<file path="src/tmw_pkg.sv">
// tmw_pkg: shared constants for the timer/watchdog device and its core-side controller
// assumes one clock (mclk, 125 MHz) for both ends
package tmw_pkg;
  localparam int          CLK_NS       = 8;
  // instruction opcodes carried from core to device
  localparam logic [3:0]  OP_NOP       = 4'h0;
  localparam logic [3:0]  OP_WATCHDOG_RESTART_INSTR      = 4'h1;
  localparam logic [3:0]  OP_WATCHDOG_DISABLE_INSTR      = 4'h2;
  localparam logic [3:0]  OP_CLRWEF    = 4'h3;
  localparam logic [3:0]  OP_T_RD      = 4'h4;
  localparam logic [3:0]  OP_T_WR      = 4'h5;
  localparam logic [3:0]  OP_RLD_WR    = 4'h6;
  localparam logic [3:0]  OP_CTRL_WR   = 4'h7;
  localparam logic [3:0]  OP_PDOWN     = 4'h8;
  localparam logic [3:0]  OP_WAKE      = 4'h9;
  localparam logic [3:0]  OP_RLDH_WR   = 4'ha;
  // timer index carried in cmd_sel
  localparam logic [1:0]  TI_PS        = 2'h0;
  localparam logic [1:0]  TI_T1        = 2'h1;
  localparam logic [1:0]  TI_T3        = 2'h2;
  localparam logic [1:0]  TI_T4        = 2'h3;
  // control byte fields
  localparam int          CB_RUN       = 0;
  localparam int          CB_SRC       = 1;
  localparam int          CB_OPT       = 2;
  // watchdog
  localparam logic [15:0] WDT_INIT_DEF = 16'hffff;
  localparam int          WDT_MAX_CYC  = 65534;
  localparam int          WDRST_NS     = 128;
  localparam logic [7:0]  WDRST_CYC    = 8'((WDRST_NS + CLK_NS - 1) / CLK_NS);
  localparam logic [7:0]  CNT_RST      = 8'hff;
  localparam logic [7:0]  RLD_RST      = 8'hff;
  // wishbone register offsets (byte addresses)
  localparam logic [3:0]  ADR_CMD      = 4'h0;
  localparam logic [3:0]  ADR_STAT     = 4'h4;
  localparam logic [3:0]  ADR_CFG      = 4'h8;
  // CMD fields
  localparam int          CMD_OP_LSB   = 0;
  localparam int          CMD_SEL_LSB  = 4;
  localparam int          CMD_DAT_LSB  = 8;
  // STAT fields
  localparam int          ST_SKIP      = 8;
  localparam int          ST_ERR       = 9;
  localparam int          ST_FIRST_UNDERFLOW_FLAG      = 10;
  localparam int          ST_SECOND_UNDERFLOW_FLAG      = 11;
  localparam int          ST_WDRST     = 12;
  localparam int          ST_BUSY      = 13;
  localparam int          ST_T1EV      = 14;
  localparam int          ST_T3EV      = 15;
  // CFG fields
  localparam int          CFG_KICK     = 0;
  localparam int          CFG_WDOFF    = 1;
  localparam logic [1:0]  CFG_RST      = 2'h0;
endpackage : tmw_pkg

</file>
<file path="src/tmw_if.sv">
// tmw_if: instruction link between the core-side controller and the timer/watchdog device
// assumes both ends run on mclk
`timescale 1ns/1ps
`default_nettype none
interface tmw_if (
  input wire logic mclk
);
  logic       cmd_valid;
  logic [3:0] cmd_op;
  logic [1:0] cmd_sel;
  logic [7:0] cmd_data;
  logic       rd_valid;
  logic [7:0] rd_data;
  logic       skip;
  logic [3:0] uf_near;
  logic       first_underflow_flag;
  logic       second_underflow_flag;
  logic       wd_rst;
  logic       t1_irq;
  logic       t3_irq;

  modport dev (
    input  cmd_valid, cmd_op, cmd_sel, cmd_data,
    output rd_valid, rd_data, skip, uf_near, first_underflow_flag, second_underflow_flag, wd_rst, t1_irq, t3_irq
  );
  modport core (
    output cmd_valid, cmd_op, cmd_sel, cmd_data,
    input  rd_valid, rd_data, skip, uf_near, first_underflow_flag, second_underflow_flag, wd_rst, t1_irq, t3_irq
  );
endinterface : tmw_if
`default_nettype wire

</file>
<file path="src/tmw_dev.sv">
// tmw_dev: prescaler, timers 1/3/4 and two-stage watchdog, driven by one instruction per cycle
// assumes mclk is the instruction clock; reset pin is open drain, resolved outside
// Contract
// - watchdog counts down from reset release
// - first underflow sets first flag
// - restart clears first flag, skips next
// - watchdog reset drives reset pin low
// - watchdog decrements once per instruction clock
// - software restarts within 65534 cycles
// - disable needs disable+restart pair, clear enable
// - watchdog re-armed after power-down return
// - restart before entering power-down
// - stop prescaler before reading or writing
// - stop timer before changing count source
// - stop timer before reading its count
// - stop timer before writing its count
// - reload writes avoid the underflow moment
// - never stop timer 4 at underflow
// - extension on needs high reload nonzero
// - stop timer 5 before source change
// - port C latch zero for pulse output
// - timer 1 counts first event pin rises
// - timer 3 started by second trigger
//
// The register addresses and the Wishbone register port were chosen for this implementation.
`timescale 1ns/1ps
`default_nettype none
module tmw_dev
  import tmw_pkg::*;
#(
  parameter logic [15:0] WDT_INIT = WDT_INIT_DEF
) (
  input  wire logic mclk,
  input  wire logic nrst,
  tmw_if.dev        bus,
  input  wire logic event_pin_first,
  input  wire logic external_trigger_second,
  output logic      rst_pin_o,
  output logic      rst_pin_oe_n,
  output logic      pwm_o
);
  // a zero start value would underflow on the first enabled cycle
  if (WDT_INIT == 16'h0000) begin : g_bad_init
    $error("tmw_dev: WDT_INIT must be nonzero");
  end

  logic [1:0]  ev_sync_q;
  logic [1:0]  tg_sync_q;
  logic        ev_last_q;
  logic        tg_last_q;
  logic        ev_rise;
  logic        tg_rise;
  logic [15:0] wdt_q;
  logic        first_underflow_flag_q;
  logic        second_underflow_flag_q;
  logic        wef_q;
  logic        pdown_q;
  logic        watchdog_disable_instr_last_q;
  logic        disarm_q;
  logic [7:0]  rst_cnt_q;
  logic [7:0]  rst_cnt_d;
  logic        wdt_run;
  logic        wdt_uf;
  logic        rst_end;
  logic [7:0]  cnt_q [4];
  logic [7:0]  rld_q [4];
  logic [7:0]  rl    [4];
  logic [7:0]  rld4h_q;
  logic [3:0]  run_q;
  logic [3:0]  src_q;
  logic [3:0]  opt_q;
  logic [3:0]  tick;
  logic [3:0]  uf;
  logic        ps_uf;
  logic        pwm_q;
  logic        stretch_q;

  function automatic logic is_op(input logic [3:0] op);
    is_op = bus.cmd_valid && (bus.cmd_op == op);
  endfunction : is_op

  // pins are asynchronous: two flops before any logic looks at them
  always_ff @(posedge mclk) begin
    if (!nrst) begin
      ev_sync_q <= 2'h0;
      tg_sync_q <= 2'h0;
      ev_last_q <= 1'b0;
      tg_last_q <= 1'b0;
    end else begin
      ev_sync_q <= {ev_sync_q[0], event_pin_first};
      tg_sync_q <= {tg_sync_q[0], external_trigger_second};
      ev_last_q <= ev_sync_q[1];
      tg_last_q <= tg_sync_q[1];
    end
  end
  assign ev_rise = ev_sync_q[1] & ~ev_last_q;
  assign tg_rise = tg_sync_q[1] & ~tg_last_q;

  // ---------------- watchdog ----------------
  assign wdt_run = wef_q & ~pdown_q & (rst_cnt_q == 8'h00);
  assign wdt_uf  = wdt_run & (wdt_q == 16'h0000);
  assign rst_end = (rst_cnt_q == 8'h01);

  always_comb begin
    rst_cnt_d = rst_cnt_q;
    if (wdt_uf && first_underflow_flag_q) begin
      rst_cnt_d = WDRST_CYC;
    end else if (rst_cnt_q != 8'h00) begin
      rst_cnt_d = rst_cnt_q - 8'h01;
    end
  end

  always_ff @(posedge mclk) begin
    if (!nrst) begin
      wdt_q <= WDT_INIT;
    end else if (rst_end || wdt_uf) begin
      wdt_q <= WDT_INIT;
    end else if (wdt_run) begin
      wdt_q <= wdt_q - 16'h0001;
    end
  end

  // set wins over the restart clear so an underflow is never lost
  always_ff @(posedge mclk) begin
    if (!nrst || rst_end) begin
      first_underflow_flag_q <= 1'b0;
      second_underflow_flag_q <= 1'b0;
    end else begin
      if (wdt_uf) begin
        first_underflow_flag_q <= 1'b1;
      end else if (is_op(OP_WATCHDOG_RESTART_INSTR)) begin
        first_underflow_flag_q <= 1'b0;
      end
      if (wdt_uf && first_underflow_flag_q) begin
        second_underflow_flag_q <= 1'b1;
      end
    end
  end

  always_ff @(posedge mclk) begin
    if (!nrst) begin
      rst_cnt_q    <= 8'h00;
      rst_pin_o    <= 1'b0;
      rst_pin_oe_n <= 1'b1;
      bus.wd_rst   <= 1'b0;
    end else begin
      rst_cnt_q    <= rst_cnt_d;
      rst_pin_o    <= 1'b0;
      rst_pin_oe_n <= (rst_cnt_d == 8'h00);
      bus.wd_rst   <= (rst_cnt_d != 8'h00);
    end
  end

  // disable only after a disable instruction followed at once by a restart
  always_ff @(posedge mclk) begin
    if (!nrst || rst_end) begin
      wef_q       <= 1'b1;
      pdown_q     <= 1'b0;
      watchdog_disable_instr_last_q <= 1'b0;
      disarm_q    <= 1'b0;
    end else begin
      watchdog_disable_instr_last_q <= is_op(OP_WATCHDOG_DISABLE_INSTR);
      if (is_op(OP_WAKE)) begin
        pdown_q  <= 1'b0;
        wef_q    <= 1'b1;
        disarm_q <= 1'b0;
      end else begin
        if (is_op(OP_PDOWN)) pdown_q <= 1'b1;
        if (is_op(OP_WATCHDOG_RESTART_INSTR) && watchdog_disable_instr_last_q) disarm_q <= 1'b1;
        if (is_op(OP_CLRWEF) && disarm_q) wef_q <= 1'b0;
      end
    end
  end

  always_ff @(posedge mclk) begin
    if (!nrst) begin
      bus.skip <= 1'b0;
    end else begin
      bus.skip <= is_op(OP_WATCHDOG_RESTART_INSTR);
    end
  end

  // ---------------- timers ----------------
  always_comb begin
    tick[0] = run_q[TI_PS];
    ps_uf   = tick[0] && (cnt_q[TI_PS] == 8'h00);
    tick[1] = run_q[TI_T1] & (src_q[TI_T1] ? ev_rise : ps_uf);
    tick[2] = run_q[TI_T3] & (src_q[TI_T3] ? 1'b1 : ps_uf);
    tick[3] = run_q[TI_T4] & (src_q[TI_T4] ? ps_uf : 1'b1);
    for (int i = 0; i < 4; i++) begin
      uf[i] = tick[i] && (cnt_q[i] == 8'h00);
      rl[i] = rld_q[i];
    end
    // timer 4 alternates low/high reloads; a stretched high phase holds one extra count
    if (!pwm_q) begin
      rl[TI_T4] = rld4h_q;
    end else if (stretch_q) begin
      rl[TI_T4] = 8'h00;
    end
  end

  always_ff @(posedge mclk) begin
    if (!nrst) begin
      for (int i = 0; i < 4; i++) begin
        cnt_q[i] <= CNT_RST;
        rld_q[i] <= RLD_RST;
      end
      rld4h_q <= RLD_RST;
    end else begin
      for (int i = 0; i < 4; i++) begin
        if (is_op(OP_T_WR) && bus.cmd_sel == 2'(i)) begin
          cnt_q[i] <= bus.cmd_data;
        end else if (uf[i]) begin
          cnt_q[i] <= rl[i];
        end else if (tick[i]) begin
          cnt_q[i] <= cnt_q[i] - 8'h01;
        end
        if ((is_op(OP_RLD_WR) || (is_op(OP_T_WR) && i == 0)) && bus.cmd_sel == 2'(i)) begin
          rld_q[i] <= bus.cmd_data;
        end
      end
      if (is_op(OP_RLDH_WR)) rld4h_q <= bus.cmd_data;
    end
  end

  always_ff @(posedge mclk) begin
    if (!nrst) begin
      run_q <= 4'h0;
      src_q <= 4'h0;
      opt_q <= 4'h0;
    end else begin
      for (int i = 0; i < 4; i++) begin
        if (is_op(OP_CTRL_WR) && bus.cmd_sel == 2'(i)) begin
          run_q[i] <= bus.cmd_data[CB_RUN];
          src_q[i] <= bus.cmd_data[CB_SRC];
          opt_q[i] <= bus.cmd_data[CB_OPT];
        end
      end
      // armed timer 3 starts on the first trigger rise; the arm is one-shot
      if (opt_q[TI_T3] && tg_rise && !(is_op(OP_CTRL_WR) && bus.cmd_sel == TI_T3)) begin
        run_q[TI_T3] <= 1'b1;
        opt_q[TI_T3] <= 1'b0;
      end
    end
  end

  always_ff @(posedge mclk) begin
    if (!nrst) begin
      pwm_q     <= 1'b0;
      stretch_q <= 1'b0;
      pwm_o     <= 1'b0;
    end else begin
      pwm_o <= pwm_q;
      if (uf[TI_T4]) begin
        if (!pwm_q) begin
          pwm_q     <= 1'b1;
          stretch_q <= opt_q[TI_T4];
        end else if (stretch_q) begin
          stretch_q <= 1'b0;
        end else begin
          pwm_q <= 1'b0;
        end
      end
    end
  end

  // near-underflow hint lets the core hold off reload writes and timer 4 control writes
  always_ff @(posedge mclk) begin
    if (!nrst) begin
      bus.rd_valid <= 1'b0;
      bus.rd_data  <= 8'h00;
      bus.uf_near  <= 4'h0;
      bus.t1_irq   <= 1'b0;
      bus.t3_irq   <= 1'b0;
    end else begin
      bus.rd_valid <= is_op(OP_T_RD);
      if (is_op(OP_T_RD)) bus.rd_data <= cnt_q[bus.cmd_sel];
      for (int i = 0; i < 4; i++) begin
        bus.uf_near[i] <= run_q[i] && (cnt_q[i] == 8'h00);
      end
      bus.t1_irq <= uf[TI_T1];
      bus.t3_irq <= uf[TI_T3];
    end
  end

  assign bus.first_underflow_flag = first_underflow_flag_q;
  assign bus.second_underflow_flag = second_underflow_flag_q;
endmodule : tmw_dev
`default_nettype wire

</file>
<file path="src/flat_wrapper.sv">
// flat-port wrapper written by rule: the top's interface ports become plain ports
module tmw_dev_flat import tmw_pkg::*;
#(
  parameter logic [15:0] WDT_INIT = WDT_INIT_DEF
)
  (mclk, nrst, event_pin_first, external_trigger_second, rst_pin_o, rst_pin_oe_n, pwm_o, bus_cmd_valid, bus_cmd_op, bus_cmd_sel, bus_cmd_data, bus_rd_valid, bus_rd_data, bus_skip, bus_uf_near, bus_first_underflow_flag, bus_second_underflow_flag, bus_wd_rst, bus_t1_irq, bus_t3_irq);
  tmw_if bus_i (.mclk(mclk));
  input  wire logic mclk;
  input  wire logic nrst;
  input  wire logic event_pin_first;
  input  wire logic external_trigger_second;
  output logic rst_pin_o;
  output logic rst_pin_oe_n;
  output logic pwm_o;
  input wire logic [$bits(bus_i.cmd_valid)-1:0] bus_cmd_valid;
  input wire logic [$bits(bus_i.cmd_op)-1:0] bus_cmd_op;
  input wire logic [$bits(bus_i.cmd_sel)-1:0] bus_cmd_sel;
  input wire logic [$bits(bus_i.cmd_data)-1:0] bus_cmd_data;
  output wire logic [$bits(bus_i.rd_valid)-1:0] bus_rd_valid;
  output wire logic [$bits(bus_i.rd_data)-1:0] bus_rd_data;
  output wire logic [$bits(bus_i.skip)-1:0] bus_skip;
  output wire logic [$bits(bus_i.uf_near)-1:0] bus_uf_near;
  output wire logic [$bits(bus_i.first_underflow_flag)-1:0] bus_first_underflow_flag;
  output wire logic [$bits(bus_i.second_underflow_flag)-1:0] bus_second_underflow_flag;
  output wire logic [$bits(bus_i.wd_rst)-1:0] bus_wd_rst;
  output wire logic [$bits(bus_i.t1_irq)-1:0] bus_t1_irq;
  output wire logic [$bits(bus_i.t3_irq)-1:0] bus_t3_irq;
  assign bus_i.cmd_valid = bus_cmd_valid;
  assign bus_i.cmd_op = bus_cmd_op;
  assign bus_i.cmd_sel = bus_cmd_sel;
  assign bus_i.cmd_data = bus_cmd_data;
  assign bus_rd_valid = bus_i.rd_valid;
  assign bus_rd_data = bus_i.rd_data;
  assign bus_skip = bus_i.skip;
  assign bus_uf_near = bus_i.uf_near;
  assign bus_first_underflow_flag = bus_i.first_underflow_flag;
  assign bus_second_underflow_flag = bus_i.second_underflow_flag;
  assign bus_wd_rst = bus_i.wd_rst;
  assign bus_t1_irq = bus_i.t1_irq;
  assign bus_t3_irq = bus_i.t3_irq;
  tmw_dev #(.WDT_INIT(WDT_INIT)) u_core (.mclk(mclk), .nrst(nrst), .bus(bus_i), .event_pin_first(event_pin_first), .external_trigger_second(external_trigger_second), .rst_pin_o(rst_pin_o), .rst_pin_oe_n(rst_pin_oe_n), .pwm_o(pwm_o));
endmodule
</file>
<file path="config.mk">
export PLATFORM = sky130hd
export DESIGN_NAME = tmw_dev_flat
export DESIGN_NICKNAME = d
export VERILOG_FILES = /design/src/tmw_pkg.sv /design/src/tmw_if.sv /design/src/tmw_dev.sv /design/src/flat_wrapper.sv
export SDC_FILE = /design/constraint.sdc
export NUM_CORES = 1
export LEC_CHECK = 0
export BUFFER_PORTS_ARGS = -buffer_cell sky130_fd_sc_hd__buf_2
export CAP_MARGIN = 20
export CORE_MARGIN = 1
export CORE_UTILIZATION = 30
export DETAILED_ROUTE_END_ITERATION = 8
export GPL_ROUTABILITY_DRIVEN = 0
export GPL_TIMING_DRIVEN = 0
export PLACE_DENSITY = 0.42
export SETUP_SLACK_MARGIN = 0.15
export SLEW_MARGIN = 20
export SYNTH_ARGS = -nofsm -noshare
export SYNTH_HDL_FRONTEND = slang
export SYNTH_SLANG_ARGS = --single-unit
</file>
<file path="constraint.sdc">
create_clock -name mclk -period 3.36 [get_ports mclk]
set_input_delay 0.336 -clock mclk [delete_from_list [all_inputs] [get_ports mclk]]
set_output_delay 0.336 -clock mclk [all_outputs]
set_load 0.05 [all_outputs]
</file>
==> impl_metrics.toml <==
[final_layout]
fillCellCount = 2250
areaGrowthSynthToFinish_pct = 16.1
utilization_pct = 36.1
diodes = 0
drive_gt1_share_pct = 15.9
num-nets-final = 768
stdcell_count = 1029

[worst_setup_path]
critPathSlowestCell = "nor3_1"
crit-reg2reg-launch = "u_core.cnt_q[0][0]"
cp_cell_sequence = "inv_1 -> ha_1 -> and4bb_2 -> a32o_1 -> nand2_1 -> nor3_1 -> mux2i_1"
crit_buf_inv = 1
required_ns = 3.49
crit_arrival_ns = 3.03
crit_family = "simple AND/OR/NAND/NOR gates"
critPathLaunch = "u_core.cnt_q[0][0]"
path_class = "reg2reg"
slowest_delay_ns = 0.76
cp_max_fo = 7
end_kind = "register"
worstSetupStartpointType = "register"

[synth]
ys_seq_area_share_pct = 49.6
synth_nets = 715
async_flop_share_pct = 0
synth_cell_types = 67
ys_warn_count = 0
synthTopCellsByCount = "nand2_1 (79), dfxtp_1 (74), nor2_1 (65)"
synth_edf_count = 64
syn-instance-count = 684
synth_seq_cells = 138
synth_area_mm2 = 0.00686
synth_most_common_cell = "nand2_1"
synthTopCellsByArea = "edfxtp_1 (28%), dfxtp_1 (22%), nand2_1 (4.3%)"
syn_area_per_cell_um2 = 10.0
yosysTopAreaCellShare_pct = 28.0
yosysTopAreaCell = "edfxtp_1"
ys.flop_type = "dfxtp_1"

[floorplan]
io_pins = 41
die_x_um = 153
die_area_mm2 = 0.0235
die_y_um = 153
rows = 54
core_area_mm2 = 0.0221
start_util_pct = 31.1

[pwr]
swShare_pct = 26.4
p_leak_nw = 2.64
intPower_w = 0.00318
combPwrFrac_pct = 13.8
seqPwrFrac_pct = 44.0
vdd_drop_max_v = 0.000345
pwr_density_cell_mw_per_mm2 = 542
p_clk_share_pct = 42.3
finalPower_w = 0.00432
power.switching_w = 0.00114

[sta]
period_minus_slack_ns = 2.90
skew_ns = 0.00691
finalHoldViolCount = 0
setup_tns_ns = 0
worst_slew_pin_slew_ns = 0.977
whs_ns = 0.127
fin_crit_sh_pct = 86.3
fmax_mhz = 345
setup_viol = 0
maxSlewHeadroom_pct = 34.4
rsz0062_at_grt = "no"
slew_viol_final = 0

[routing]
viasPerCell = 5.06
ant_nets = 0
vias = 5209
wl_per_cell_um = 18.3
drtIter0Drc = 332
drt_wl_total_um = 18900
first_pass_iters = 5
drc_errors = 0

[global_routing]
grt_max_degree = 17
grt_pass1_vias = 5155
grt_pass1_wl_um = 29500
antenna_found_initial = 0
grt-ovfl-total = 0
grt_usage_pct = 16.6

[cts]
cts_buffer_depth = 2
cts.reportedPaths.clkPinSlew_ns = 0.06
ctsHtreeMaxLevel = 4
clock_latency_ns = 0.42
post_cts_buffers = 0
cts_tree = "yes"
hold_buffers = 0
cts_sinks = 138
clock-root-buffer = "clkbuf_16"
cts_made_buffers = 17

[flow_run]
drv_cap = 0

[worst_hold_path]
hold_path.class = "in2reg"
min_from = "external_trigger_second"

[placed_design]
portBuffers = 34
dp_hpwl_um = 13900
dpl.cell_count = 998

[run_status]
status = "finished, final reports clean"
final cells by class:
| type | count | area (um2) | area share, % |
|---|---|---|---|
| Sequential cell | 138 | 3400 | 42.7 |
| Multi-Input combinational cell | 498 | 3260 | 40.9 |
| Clock buffer | 26 | 553 | 6.94 |
| Tap cell | 280 | 350 | 4.40 |
| Timing Repair Buffer | 34 | 170 | 2.14 |
| Buffer | 28 | 130 | 1.63 |
| Inverter | 20 | 75.1 | 0.943 |
| Clock inverter | 5 | 26.3 | 0.330 |
per-layer routing:
layer  vias up  track usage, %  wire [um]
li1       2559               -          -
met1      2497            21.6       8810
met2       123            27.4       8890
met3        30            3.15        714
met4         0            6.30        454
met5         -               0          0
registers in the layout, summed over array words and instances, names as in the netlist, 4 cells and up:
signal / count
u_core.cnt_q: 32
u_core.rld_q: 32
u_core.wdt_q: 16
u_core.bus.rd_data: 8
u_core.rld4h_q: 8
u_core.rst_cnt_q: 8
u_core.bus.uf_near: 4
u_core.run_q: 4
power by group through the flow:
stage / clock (W) / combinational (W) / sequential, W
after floorplan: 0 / 0.000415 / 0.00195
after global placement: 0 / 0.000590 / 0.00193
after detailed placement: 0 / 0.000600 / 0.00193
after CTS: 0.00187 / 0.000602 / 0.00190
after global routing: 0.00194 / 0.000656 / 0.00191
final: 0.00183 / 0.000594 / 0.00190
what timing repair did:
item | 4_1_cts | 5_1_grt
endpoints found under the hold margin | 0 | 0
resized for setup | 0 | 1
endpoints found under the setup margin | 0 | 8
worst reg2reg max path, stage by stage (launching register included):
cell and delay, ns:
edfxtp_1 0.53, inv_1 0.14, ha_1 0.23, and4bb_2 0.34
a32o_1 0.31, nand2_1 0.13, nor3_1 0.76, mux2i_1 0.17
stage by stage:
stage	cell area, um2	setup WS, ns
3_5_place_dp	7380	0.291
5_1_grt	7970	0.259
2_1_floorplan	6860	1.10
6_report	7970	0.462
3_3_place_gp	7380	0.303
4_1_cts	7960	0.280
kinds of logic (layout without fill, tap and decap cells):
kind of cell	Yosys count	count (layout)	share of synthesized area [%]
other	1	1	0.0547
AND/OR/NAND/NOR	303	303	23.7
XOR/XNOR	41	41	5.23
buffers and inverters	48	113	2.99
AO/OA/AOI/OAI	109	109	10.1
flip-flops	138	138	49.6
adder cells (fa/ha/maj)	12	12	2.19
multiplexers	32	32	6.15
worst paths after layout:
check / slack, ns / end / cells after the start
worst min register to register: 0.44 / u_core.ev_sync_q[1] / 1
worst max-delay path: 0.46 / u_core.cnt_q[1][3] / 7
worst min-delay path: 0.13 / u_core.tg_sync_q[0] / 2
worst max register to register: 0.46 / u_core.cnt_q[1][3] / 7
placed cells by master (no fill, tap or decap), types with 9 or more instances in the layout:
master     count
o211ai_1      10
xor2_1        15
o21ai_0       10
edfxtp_1      64
clkbuf_1      20
nor2b_1       14
xnor2_1       26
or2_2         29
o22ai_1       14
clkbuf_16     20
dfxtp_1       74
a21oi_1       37
nor4_1        13
inv_1         19
nand2b_1      12
nor2_1        65
buf_2         36
and2_1         9
nor3_1        15
nand3_1       16
ha_1          12
nand2_1       79
mux2i_1       23
(Power assumes the default switching activity.)
